**src/hw/sls_pkg.sv**
```systemverilog
// Purpose: constants and types of the line-side serial ports
// Assumes: one 100 MHz clock, synchronous active-low reset
// Notes:   line pins are sampled; edges are found in the mclk domain
// What this block does
// RULE_01 - capture primary data on primary clock rise
// RULE_02 - capture redundant data on its own clock
// RULE_03 - two full receive ports, primary and redundant
// RULE_04 - control register selects transmit reference clock source
// RULE_05 - partner supplies 622.08 MHz reference when selected
// RULE_06 - primary transmit data changes on forwarded clock rise
// RULE_07 - redundant transmit data changes on its clock rise
// RULE_08 - separate primary and redundant transmit ports
// RULE_09 - mode pin: toggle switch output or move streams
// RULE_10 - same outbound stream on both transmit ports
package sls_pkg;

  // ==========================================================
  // register map
  localparam logic [15:0] REG_LINE_CTRL2_ADDR = 16'h0131;
  localparam logic [7:0]  REG_LINE_CTRL2_RST  = 8'h00;
  localparam int          BIT_TX_REF_SEL      = 0;
  localparam int          BIT_SWITCH_CMD      = 1;
  localparam int          BIT_ACTIVE_REDUND   = 2;
  localparam int          BIT_MODE_INTERNAL   = 3;
  localparam logic [7:0]  REG_UNMAPPED_READ   = 8'h00;

  // ==========================================================
  // timing
  localparam real         TX_REF_FREQ_MHZ     = 622.08;
  localparam int          INT_TX_DIV          = 4;
  localparam logic [1:0]  INT_TX_DIV_LAST     = 2'(INT_TX_DIV - 1);
  localparam int          NUM_RX_PORTS        = 2;
  localparam int          PORT_PRIMARY        = 0;
  localparam int          PORT_REDUNDANT      = 1;

  // ==========================================================
  // carriers
  typedef struct packed {
    logic bit_value;
    logic valid;
  } sls_rx_bit_t;

  typedef struct packed {
    logic data_pos;
    logic data_neg;
    logic clk_pos;
    logic clk_neg;
  } sls_tx_pins_t;

endpackage : sls_pkg

```
**src/hw/sls_line_ports.sv**
```systemverilog
// Purpose: primary/redundant receive and transmit line ports
// Assumes: line clocks far slower than mclk (oversampled)
// Notes:   receive capture and reference-clock transmit launch use mclk edge detection; internal launch uses a divider
`timescale 1ns/1ps
`default_nettype none
module sls_line_ports
(
  input  wire logic                 mclk,
  input  wire logic                 rst_n,
  input  wire logic                 rx_primary_clock_pos,
  input  wire logic                 rx_primary_clock_neg,
  input  wire logic                 rx_primary_data_pos,
  input  wire logic                 rx_primary_data_neg,
  input  wire logic                 rx_redundant_clock_pos,
  input  wire logic                 rx_redundant_clock_neg,
  input  wire logic                 rx_redundant_data_pos,
  input  wire logic                 rx_redundant_data_neg,
  input  wire logic                 tx_reference_clock_pos,
  input  wire logic                 tx_reference_clock_neg,
  output logic                      tx_primary_data_pos,
  output logic                      tx_primary_data_neg,
  output logic                      tx_primary_fwd_clock_pos,
  output logic                      tx_primary_fwd_clock_neg,
  output logic                      tx_redundant_data_pos,
  output logic                      tx_redundant_data_neg,
  output logic                      tx_redundant_fwd_clock_pos,
  output logic                      tx_redundant_fwd_clock_neg,
  input  wire logic                 protection_internal_select,
  output logic                      protection_switch_out,
  input  wire logic [15:0]          reg_addr,
  input  wire logic [7:0]           reg_wdata,
  input  wire logic                 reg_wr,
  input  wire logic                 reg_rd,
  output logic [7:0]                reg_rdata,
  input  wire logic                 tx_line_bit,
  output logic                      tx_bit_taken,
  output sls_pkg::sls_rx_bit_t      rx_primary_bit,
  output sls_pkg::sls_rx_bit_t      rx_redundant_bit,
  output sls_pkg::sls_rx_bit_t      rx_line_bit
);

  // ==========================================================
  // receive ports: sync, edge find, capture
  logic [sls_pkg::NUM_RX_PORTS-1:0] rx_clk_pos_w;
  logic [sls_pkg::NUM_RX_PORTS-1:0] rx_clk_neg_w;
  logic [sls_pkg::NUM_RX_PORTS-1:0] rx_dat_pos_w;
  logic [sls_pkg::NUM_RX_PORTS-1:0] rx_dat_neg_w;
  sls_pkg::sls_rx_bit_t             rx_cap_ff [sls_pkg::NUM_RX_PORTS];

  assign rx_clk_pos_w = {rx_redundant_clock_pos, rx_primary_clock_pos};
  assign rx_clk_neg_w = {rx_redundant_clock_neg, rx_primary_clock_neg};
  assign rx_dat_pos_w = {rx_redundant_data_pos, rx_primary_data_pos};
  assign rx_dat_neg_w = {rx_redundant_data_neg, rx_primary_data_neg};

  // each port captures only on rises of its own line clock, found in the mclk domain, never the other's
  genvar p;
  generate
    for (p = 0; p < sls_pkg::NUM_RX_PORTS; p = p + 1)
    begin : g_rx
      logic [3:0] meta_ff;
      logic [3:0] sync_ff;
      logic       clk_prev_ff;
      wire        clk_level = sync_ff[0] & ~sync_ff[1];
      wire        clk_rise  = clk_level & ~clk_prev_ff;
      wire        dat_level = sync_ff[2] & ~sync_ff[3];

      always_ff @(posedge mclk)
      begin
        if (!rst_n)
        begin
          meta_ff     <= 4'h0;
          sync_ff     <= 4'h0;
          clk_prev_ff <= 1'b0;
          rx_cap_ff[p] <= '0;
        end
        else
        begin
          meta_ff     <= {rx_dat_neg_w[p], rx_dat_pos_w[p],
                          rx_clk_neg_w[p], rx_clk_pos_w[p]};
          sync_ff     <= meta_ff;
          clk_prev_ff <= clk_level;
          // pos leg rising is neg leg falling: same instant
          rx_cap_ff[p].valid <= clk_rise; // RULE_01 RULE_02 RULE_03
          if (clk_rise)
          begin
            rx_cap_ff[p].bit_value <= dat_level; // RULE_01 RULE_02
          end
        end
      end
    end
  endgenerate

  // ==========================================================
  // control register and protection switching
  logic [1:0] mode_meta_ff;
  logic       tx_ref_sel_ff;
  logic       active_redund_ff;
  logic       switch_out_ff;
  logic [7:0] rdata_ff;
  sls_pkg::sls_rx_bit_t line_ff;

  wire ctrl_hit   = reg_addr == sls_pkg::REG_LINE_CTRL2_ADDR;
  wire ctrl_wr    = reg_wr & ctrl_hit;
  wire switch_req = ctrl_wr & reg_wdata[sls_pkg::BIT_SWITCH_CMD];
  wire mode_int   = mode_meta_ff[1];
  wire [7:0] ctrl_view = {4'h0, mode_int, active_redund_ff, 1'b0, tx_ref_sel_ff};
  wire [7:0] nxt_rdata = ctrl_hit ? ctrl_view : sls_pkg::REG_UNMAPPED_READ;
  wire sls_pkg::sls_rx_bit_t nxt_line =
    active_redund_ff ? rx_cap_ff[sls_pkg::PORT_REDUNDANT]
                     : rx_cap_ff[sls_pkg::PORT_PRIMARY];

  always_ff @(posedge mclk)
  begin
    if (!rst_n)
    begin
      mode_meta_ff     <= 2'h0;
      tx_ref_sel_ff    <= sls_pkg::REG_LINE_CTRL2_RST[sls_pkg::BIT_TX_REF_SEL];
      active_redund_ff <= 1'b0;
      switch_out_ff    <= 1'b0;
      rdata_ff         <= 8'h00;
      line_ff          <= '0;
    end
    else
    begin
      mode_meta_ff <= {mode_meta_ff[0], protection_internal_select};
      if (ctrl_wr)
      begin
        tx_ref_sel_ff <= reg_wdata[sls_pkg::BIT_TX_REF_SEL]; // RULE_04
      end
      // external mode: toggle the pin; internal: swap streams
      if (switch_req && !mode_int)
      begin
        switch_out_ff <= ~switch_out_ff; // RULE_09
      end
      if (switch_req && mode_int)
      begin
        active_redund_ff <= ~active_redund_ff; // RULE_09
      end
      if (reg_rd)
      begin
        rdata_ff <= nxt_rdata;
      end
      line_ff <= nxt_line; // RULE_09
    end
  end

  // ==========================================================
  // transmit timing: reference clock edges or internal divider
  logic [1:0]          ref_meta_ff;
  logic                ref_prev_ff;
  logic [1:0]          div_ff;
  logic                fwd_ff;
  logic                taken_ff;
  sls_pkg::sls_tx_pins_t tx_ff;

  // 622.08 MHz cannot be oversampled here; bench drives it slower
  wire ref_level = ref_meta_ff[1];
  wire ref_rise  = ref_level & ~ref_prev_ff;
  wire div_tick  = div_ff == sls_pkg::INT_TX_DIV_LAST;
  wire tx_tick   = tx_ref_sel_ff ? ref_rise : div_tick; // RULE_04 RULE_05
  wire launch    = tx_tick & ~fwd_ff;
  wire [1:0] nxt_div = div_tick ? 2'h0 : div_ff + 2'h1;

  always_ff @(posedge mclk)
  begin
    if (!rst_n)
    begin
      ref_meta_ff <= 2'h0;
      ref_prev_ff <= 1'b0;
      div_ff      <= 2'h0;
      fwd_ff      <= 1'b0;
      taken_ff    <= 1'b0;
      tx_ff       <= 4'h5;
    end
    else
    begin
      ref_meta_ff <= {ref_meta_ff[0], tx_reference_clock_pos & ~tx_reference_clock_neg};
      ref_prev_ff <= ref_level;
      div_ff      <= nxt_div;
      taken_ff    <= launch;
      if (tx_tick)
      begin
        fwd_ff        <= ~fwd_ff;
        tx_ff.clk_pos <= ~fwd_ff;
        tx_ff.clk_neg <= fwd_ff;
      end
      // data moves together with the forwarded clock rise
      if (launch)
      begin
        tx_ff.data_pos <= tx_line_bit; // RULE_06 RULE_07
        tx_ff.data_neg <= ~tx_line_bit; // RULE_06 RULE_07
      end
    end
  end

  // ==========================================================
  // outputs
  assign tx_primary_data_pos        = tx_ff.data_pos; // RULE_08 RULE_10
  assign tx_primary_data_neg        = tx_ff.data_neg; // RULE_08 RULE_10
  assign tx_primary_fwd_clock_pos   = tx_ff.clk_pos; // RULE_08
  assign tx_primary_fwd_clock_neg   = tx_ff.clk_neg; // RULE_08
  assign tx_redundant_data_pos      = tx_ff.data_pos; // RULE_10
  assign tx_redundant_data_neg      = tx_ff.data_neg; // RULE_10
  assign tx_redundant_fwd_clock_pos = tx_ff.clk_pos;
  assign tx_redundant_fwd_clock_neg = tx_ff.clk_neg;
  assign protection_switch_out      = switch_out_ff;
  assign reg_rdata                  = rdata_ff;
  assign tx_bit_taken               = taken_ff;
  assign rx_primary_bit             = rx_cap_ff[sls_pkg::PORT_PRIMARY];
  assign rx_redundant_bit           = rx_cap_ff[sls_pkg::PORT_REDUNDANT];
  assign rx_line_bit                = line_ff;

endmodule : sls_line_ports
`default_nettype wire

```
**config.mk**
```make
export PLATFORM = sky130hd
export DESIGN_NAME = sls_line_ports
export DESIGN_NICKNAME = d
export VERILOG_FILES = /design/src/hw/sls_pkg.sv /design/src/hw/sls_line_ports.sv
export SDC_FILE = /design/constraint.sdc
export NUM_CORES = 1
export LEC_CHECK = 0
export BUFFER_PORTS_ARGS = -buffer_cell sky130_fd_sc_hd__buf_4
export CAP_MARGIN = 20
export CORE_AREA = 2 2 53 67
export DETAILED_ROUTE_END_ITERATION = 8
export DIE_AREA = 0 0 55 69
export HOLD_SLACK_MARGIN = 0.12
export PLACE_DENSITY = 0.79
export SYNTH_ARGS = -nofsm -noshare
export SYNTH_HDL_FRONTEND = slang
export SYNTH_SLANG_ARGS = --single-unit
```
**constraint.sdc**
```tcl
create_clock -name mclk -period 2.5 [get_ports mclk]
set_input_delay 0.25 -clock mclk [delete_from_list [all_inputs] [get_ports mclk]]
set_output_delay 0.25 -clock mclk [all_outputs]
set_load 0.01 [all_outputs]
```
* Word level (Yosys, flattened, before mapping)
Memories as Yosys holds them, arrays and structs flattened.
Index checks and enable logic that the tools add are counted.
** Word-level totals
- Flip-flop bits (word level) :: 43
- Latch bits :: 0
- Memory bits (writable) :: 4
- Memory bits (read-only) :: 0
- Bits of input ports :: 40
- Output and inout bits :: 24
- Logic and storage cells :: 72
- Memories kept :: 1
** Memories
- rx_cap_ff :: depth 2, bits a word 2, read ports 2, clocked after Yosys merged registers in 0, write ports 2, line sls_line_ports.sv:48 : sls_pkg::sls_rx_bit_t rx_cap_ff [sls_pkg::NUM_RX_PORTS];
** Cells by class
- $add $sub $neg :: 1
- $mul :: 0
- Div/mod/pow operators :: 0
- $lt $le $gt $ge :: 0
- Equality and inequality tests :: 2
- Shift operators :: 0
- Muxes and demuxes :: 15
- Bitwise operators :: 28
- Reductions and logical operators :: 4
** Operators with widths (number)
- $eq 16x9->1 const B :: 1
- $mux 1 :: 13
- $not 1->1 :: 13
- $and 1x1->1 :: 11
- $mux 4 :: 1
- $or 1x1->1 :: 4
- $add 2x1->2 const B :: 1
- $eq 2x2->1 const B :: 1
- $logic_and 1x1->1 :: 2
- $mux 2 :: 1
- $reduce_or 2->1 :: 1
- $logic_not 1->1 :: 1

* Longest topological paths before layout
Gate-level depths: netlist of run 1.
- Depth in word-level cells :: 7
- Gate-level depth with buffers :: 5

* Worst setup path before layout of run 1
OpenSTA, ideal clock, no wires.
- Path kind :: register to register
- Start :: register div_ff[0]
- End :: register tx_ff (netlist bit tx_primary_data_neg)
- Setup time :: 0.133 ns
- Arrival time :: 1.063 ns
- Setup slack :: 1.303 ns
- Stages on the path, launching flop included :: 6
- Buffers on the path :: 0
- Clock period less this slack :: 1.197 ns
- Path through :: dfxtp_1 > ha_1 > nand2b_1 > a21oi_1 > and2_1 > o21ai_0
** Between the ends
- Word-level cells in the longest chain between the ends :: 3
** Ends and longest elaborated chain
- start: declaration :: line sls_line_ports.sv:151 : logic [1:0] div_ff;
- start signal: assignment :: line sls_line_ports.sv:179 : div_ff <= nxt_div;
- $eq 2x2->1 :: line sls_line_ports.sv:159 : wire div_tick = div_ff == sls_pkg::INT_TX_DIV_LAST;
- $mux 1 :: line sls_line_ports.sv:160 : wire tx_tick = tx_ref_sel_ff ? ref_rise : div_tick;
- $and 1x1->1 :: line sls_line_ports.sv:161 : wire launch = tx_tick & ~fwd_ff;
- end: declaration :: line sls_line_ports.sv:154 : sls_pkg::sls_tx_pins_t tx_ff;
No other way between the ends.
A chain may end at the register's enable or synchronous reset.

* Worst setup path after layout of run 1
Same ends and word-level chain as after synthesis.

==> results of run 1 <==
## synth_stat cells (all sizes together)
cell and count:
a21boi 3, a21oi 2, a41o 1, and2 22
and3 1, and3b 1, and4 1, buf 11
clkbuf 3, conb 1, dfxtp 40, edfxtp 2
ha 1, inv 2, mux2i 4, nand2 5
nand2b 8, nand3 3, nand3b 3, nand4 1
nand4b 1, nor2 5, nor2b 3, nor3b 1
nor4 1, nor4b 4, nor4bb 1, o21a 2
o21ai 4
## logic make-up (layout without fill, tap and decap cells)
kind of cell             Yosys count  in the layout  share of synthesized area [%]
AND/OR/NAND/NOR                   61             61                           26.4
multiplexers                       4              4                           2.70
buffers and inverters             16             63                           6.66
adder cells (fa/ha/maj)            1              1                          0.842
other                              1              5                          0.252
flip-flops                        42             42                           58.0
AO/OA/AOI/OAI                     12             12                           5.22
## critical path: stages (launching register included)
cell and delay, ns:
dfxtp_1 0.34, ha_1 0.19, nand2b_1 0.10, a21oi_1 0.33, and2_1 0.19, o21ai_0 0.10
## through the flow
| stage | hold slack, ns | cell area (sq um) |
|---|---|---|
| 2_1_floorplan | 0.322 | 1500 |
| 3_3_place_gp | 0.407 | 1850 |
| 3_5_place_dp | 0.407 | 1850 |
| 4_1_cts | 0.159 | 1970 |
| 5_1_grt | 0.162 | 1970 |
| 6_report | 0.170 | 1970 |
## per-layer routing
layer  vias up  part of all wire, %  global-route usage, %  wire length, um
li1        542                    -                      -                -
met1       454                   35                   14.2              878
met2        42                   55                   27.1             1390
met3         2                  9.5                   4.11              241
met4         0                 0.83                   8.94               21
met5         -                    0                      0                0
## power breakdown
| group | total, W | switching, W | internal, W |
|---|---|---|---|
| logic | 0.000110 | 0.0000420 | 0.0000681 |
| registers | 0.000712 | 0.0000107 | 0.000701 |
| clock network | 0.000509 | 0.000211 | 0.000298 |
| total | 0.00133 | 0.000264 | 0.00107 |
## flip-flops by register name, summed over array words and instances, names as in the netlist
| register | count |
|---|---|
| protection_switch_out | 1 |
| active_redund_ff | 1 |
| tx_bit_taken | 1 |
| tx_ref_sel_ff | 1 |
| g_rx.sync_ff | 8 |
| g_rx.meta_ff | 8 |
| div_ff | 2 |
| mode_meta_ff | 2 |
| rx_cap_ff | 4 |
| reg_rdata | 3 |
| ref_prev_ff | 1 |
| rx_line_bit | 2 |
| tx_primary_data_pos | 1 |
| tx_primary_data_neg | 1 |
| g_rx.clk_prev_ff | 2 |
| fwd_ff | 1 |
| tx_primary_fwd_clock_neg | 1 |
| ref_meta_ff | 2 |
## how the worst max path moves through the flow
| stage | depth (start not counted) | slack, ns | end |
|---|---|---|---|
| finish | 5 | 1.10 | tx_primary_data_neg |
| floorplan | 5 | 1.30 | tx_primary_data_neg |
| global route | 5 | 0.97 | tx_primary_data_neg |
| CTS | 5 | 1.09 | tx_primary_data_neg |
| detailed placement | 5 | 1.06 | protection_switch_out |
| global placement | 5 | 1.11 | protection_switch_out |
## cell type report
| type | count | area share, % |
|---|---|---|
| inverter | 2 | 0.382 |
| sequential | 42 | 43.8 |
| timing repair buffer | 53 | 20.4 |
| tap | 37 | 2.36 |
| clock buffer | 6 | 3.69 |
| clock inverter | 2 | 1.91 |
| multi-input combinational | 83 | 27.5 |
==> results by group, run 1 <==
Run status
  – Status: finished, final reports clean

Min path
  – Hold WC Path Type: primary input to register
  – Worst Hold Path EP: g_rx[1].meta_ff[3]
  – Hold path start: rx_redundant_data_neg
  – Worst hold stages: 2

Detailed routing
  – Vias: roughly 1000
  – Vias per cell: 4.62
  – DR DRC count: 0
  – Final WL: roughly 2500 um
  – Initial DRT Pass Iterations: 3
  – Antenna Nets Post-Route: 0
  – Wire length per cell: 11.2 um
  – Iter 0 DRT Violations: 12

Setup path
  – R2R depth: 5
  – Worst r2r dst: tx_primary_data_neg
  – Setup CP Type: register to register
  – Worst Path Required: between 2 and 3 ns
  – Worst EP arrival: ~1.6 ns
  – Crit path from: div_ff[0]
  – Element type at the critical path end: register
  – Critical R2R Launch: div_ff[0]
  – Worst setup SP type: register
  – R2R setup slack: 1.10 ns
  – Critical Path Fanout Max: 6

GRT
  – GR Overflow Total: 0
  – First-pass GRT wire length: roughly 4200 um
  – GR Util All Layers: 15.2%
  – Vias in the first global route: about 1000
  – Largest net degree at the start of global routing: 44
  – Antenna violations before repair: 0

Yosys
  – Post-synth top area share: about 54%
  – Mapped Cells: between 100 and 150
  – Synth area leader: dfxtp_1
  – Area contributors post-synth: dfxtp_1 (54%), and2_1 (9.3%), buf_4 (5.1%)
  – Synth unique cells: 31
  – Yosys warnings: 0
  – Avg Cell Area, Syn: around 11 sq um
  – Mapped cell area: 0.00149 sq mm
  – Yosys reg bits: between 40 and 50
  – Share of the yosys chip area belonging to registers: between 50% and 60%

Placed design
  – Placer Congestion: approximately 0.7
  – Detailed Place HPWL: around 1900 um
  – Port-buffer cells: 52
  – Post-Place Setup Slack: ~1.1 ns
  – DP Cell Count: approximately 220

CTS
  – Post-cts hold buffer count: 1
  – CTS tree: done
  – Setup bufs post-CTS: 0
  – Root Driver: clkbuf_8
  – Worst-path clk slew: roughly 0.070 ns
  – Number of clock sinks: 42
  – Clock buffer count from CTS: 5
  – Worst-Skew Late Latency: between 0.2 and 0.3 ns
  – Post-cts sizing count: 0
  – Deepest clock path buffer count: 2
  – H-tree depth: 2

Layout
  – Area of the multi-input gates: 541 sq um
  – Final core utilization: between 60 and 70%
  – Area added between synthesis and finish: 32.4%
  – Most frequent cells in the layout: buf_4 (52), dfxtp_1 (40), and2_1 (22)
  – Layout cells sized above 1: about a third
  – Most common cell after layout, fill and taps aside: buf_4
  – # diodes: 0
  – Fillers: 280
  – Register area: between 800 and 900 sq um
  – Fin nets: 228
  – Fin cells: approximately 230

Power and ir drop
  – Pwr/cell area: about 680 mW/mm^2
  – Total power draw: 0.00133 W
  – Maximum VDD drop: approximately 0.57 mV
  – Leakage power: ~0.90 nW

Die
  – Row Count: 23
  – Io pins: 64
  – Core area: roughly 0.0032 sq mm
  – Die height: approximately 69 um
  – Die width: 55 um
  – Initial Util: between 40% and 50%
  – Die Area: 0.00380 sq mm

Timing
  – Fmax: about 0.71 GHz
  – Slew Limit Fails: 0
  – Final Hold Viols: 0
  – Final setup margin: 1.10 ns
  – RSZ-0062 raised after global routing: false
  – Setup TNS: 0 ns
  – Final number of setup-violating endpoints: 0
  – Part of the cycle the worst path needs: between 50% and 60%
  – Worst Skew: roughly 0.007 ns
  – Min Tclk post-route: roughly 1.4 ns

Job
  – Max-cap violation count: 0
Power figures use the tool's default switching activity.
==> run 2, diff against run 1 <==
- CORE_AREA: 2 2 53 67 -> 2 2 57 73
- DIE_AREA: 0 0 55 69 -> 0 0 59 75
- PLACE_DENSITY: 0.79 -> 0.71
- clock period: 2.5 -> 1.2 ns (I/O delays scaled with it)
==> run 2 against run 1 <==
Net effect: die area up 17%; setup slack lost 1.0 ns; flip-flop and latch count unchanged; core utilization decreased by 4.4 points; largest power group unchanged; non-clock buffer count rose by 15; highest routed layer unchanged; via count is 8.8% higher.
==> results by group, run 2 (same netlist as run 1, synthesis figures left out) <==
Layout
  – Layout cells sized above 1: 34.0% (+1.5 points)
  – Most common cell after layout, fill and taps aside: buf_4
  – Fin nets: 243 (+6.6%)
  – # diodes: 0 (unchanged)
  – Area added between synthesis and finish: 43.5%
  – Fillers: 339 (+21%)
  – Largest regs: g_rx.meta_ff (8), g_rx.sync_ff (8), rx_cap_ff (4)
  – Most frequent cells in the layout: buf_4 (54), dfxtp_1 (39), and2_1 (22)

Detailed routing
  – Vias per cell: 4.65 (+0.69%)
  – Vias: 1131 (+8.8%)
  – Initial DRT Pass Iterations: 4 (+1)
  – Iter 0 DRT Violations: 4 (-8)
  – Final WL: 2760 um (+9.3%)
  – Antenna Nets Post-Route: 0 (unchanged)
  – Wire length per cell: 11.4 um (+1.2%)
  – DR DRC count: 0 (unchanged)

GRT
  – First-pass GRT wire length: 4580 um (+10%)
  – Largest net degree at the start of global routing: 31 (-30%)
  – Antenna violations before repair: 0 (unchanged)
  – GR Util All Layers: 14.0% (-1.2 points)
  – Vias in the first global route: 1139 (+9.0%)
  – GR Overflow Total: 0 (unchanged)

Placed design
  – Placer Congestion: 0.719 (+0.18%)
  – Port-buffer cells: 52 (unchanged)
  – Detailed Place HPWL: 2000 um (+7.0%)
  – Post-Place Setup Slack: -0.110 ns (-1.17 ns)

CTS
  – Number of clock sinks: 42 (unchanged)
  – Root Driver: clkbuf_8
  – Worst-Skew Late Latency: 0.28 ns (about the same)
  – Setup bufs post-CTS: 0 (unchanged)
  – Deepest clock path buffer count: 2 (unchanged)
  – H-tree depth: 2 (unchanged)
  – CTS tree: done
  – Clock buffer count from CTS: 5 (unchanged)
  – Worst-path clk slew: 0.07 ns (about the same)

Min path
  – Hold WC Path Type: primary input to register
  – Worst hold stages: 3 (+1)
  – Worst Hold Path EP: reg_rdata[2]
  – Hold path start: reg_rd

Die
  – Row Count: 25 (+8.7%)
  – Initial Util: 40.2% (-6.7 points)
  – Die width: 59 um (+7.3%)
  – Io pins: 64 (unchanged)
  – Die Area: 0.00443 sq mm (+17%)
  – Die height: 75 um (+8.7%)
  – Core area: 0.00369 sq mm (+17%)

Setup path
  – Element type at the critical path end: register
  – CP peak stage delay: 0.34 ns (about the same)
  – Critical Path Fanout Max: 4 (-2)
  – Critical R2R Launch: div_ff[0]
  – Worst r2r dst: tx_primary_data_neg
  – Worst EP arrival: 1.31 ns (-0.24 ns)
  – Setup CP Type: register to register
  – CP cell instances: ha_2, nand2b_4, a21oi_4, and2_1, o21ai_1
  – Slowest cell on the critical path: dfxtp_2
  – Worst Path Required: 1.38 ns (-1.26 ns)
  – R2R depth: 5 (unchanged)
  – R2R setup slack: 0.07 ns (-1.03 ns)
  – Worst setup SP type: register

Power and ir drop
  – Combinational Power Share: 10.7% (+2.4 points)
  – Maximum VDD drop: 0.820 mV (+43%)
  – Leakage power: 0.963 nW (+7.5%)
  – Seq pwr share: 55.7% (+2.2 points)
  – Internal cell power: 0.00211 W (+98%)
  – Total power draw: 0.00267 W (+100%)
  – Clk pwr share: 33.6% (-4.6 points)
  – Pwr/cell area: 1250 mW/mm^2 (+85%)
  – NetSw: 0.000561 W (+110%)
  – Switching share of power: 21.0% (+1.2 points)

Timing
  – Final number of setup-violating endpoints: 0 (unchanged)
  – Slew Limit Fails: 0 (unchanged)
  – Setup TNS: 0 ns (unchanged)
  – Final Hold Viols: 0 (unchanged)
  – Part of the cycle the worst path needs: 94.6% (+38 points)
  – Worst Skew: 0.00272 ns (-0.00428 ns)
  – Fmax: 0.881 GHz (+24%)
  – Final setup margin: 0.0652 ns (-1.03 ns)
  – Min Tclk post-route: 1.13 ns (-0.267 ns)

Run status
  – Status: finished, final reports clean

Job
  – Max-cap violation count: 0 (unchanged)
[run 2: routing by layer]
metal / GRT usage, % / share of wire, % / wire length, um / vias up
met5: 0 / 0 / 0 / -
met4: 6.82 / 2.4 / 67 / 0
met3: 5.15 / 5.2 / 144 / 7
met2: 27.5 / 58 / 1600 / 31
met1: 12.1 / 34 / 947 / 521
li1: - / - / - / 572
[run 2: area by class of cell]
type	count	area, sq um	area share (%)
Timing Repair Buffer	68	556	26.1
Multi-Input combinational cell	83	564	26.5
Tap cell	40	50.0	2.35
Clock buffer	7	86.3	4.05
Clock inverter	1	5.00	0.235
Inverter	2	7.51	0.352
Sequential cell	42	862	40.5
[run 2: timing repair]
item	4_1_cts	5_1_grt
pin swaps	1	0
endpoints found under the hold margin	11	1
hold buffers	13	1
setup endpoints to repair	4	3
gates resized for setup	4	3
[run 2: critical path: cells and delay by family (launching register included)]
kind / cells / cell delay (ns)
flops: 1 / 0.34
simple gates: 2 / 0.23
fa+ha+maj: 1 / 0.21
compound gates: 2 / 0.24
[run 2: metrics by stage]
step           hold slack [ns]  std cells  area, sq um  util [%]
6_report                 0.133        243         2130      57.7
5_1_grt                  0.145        243         2130      57.7
4_1_cts                  0.132        243         2120      57.5
3_5_place_dp             0.281        222         1880      51.1
3_3_place_gp             0.275        222         1880      51.1
2_1_floorplan            0.192        141         1500         -
[run 2: power by group through the flow]
stage               registers [W]  logic, W  clock network [W]
floorplan                 0.00152  0.000110                  0
global placement          0.00151  0.000236                  0
detailed placement        0.00152  0.000247                  0
CTS                       0.00149  0.000285           0.000933
global route              0.00150  0.000314           0.000988
finish                    0.00149  0.000286           0.000898
[run 2: how the worst max path moves through the flow]
stage / slack, ns / cells past startpoint / startpoint / to
after floorplan: 0.003 / 5 / div_ff[0] / tx_primary_data_neg
after global routing: -0.002 / 6 / div_ff[0] / tx_primary_data_neg
after CTS: 0.02 / 6 / div_ff[0] / tx_primary_data_neg
after detailed placement: -0.11 / 5 / reg_addr[11] / tx_ref_sel_ff
after global placement: -0.03 / 5 / reg_addr[12] / tx_ref_sel_ff
final: 0.07 / 5 / div_ff[0] / tx_primary_data_neg
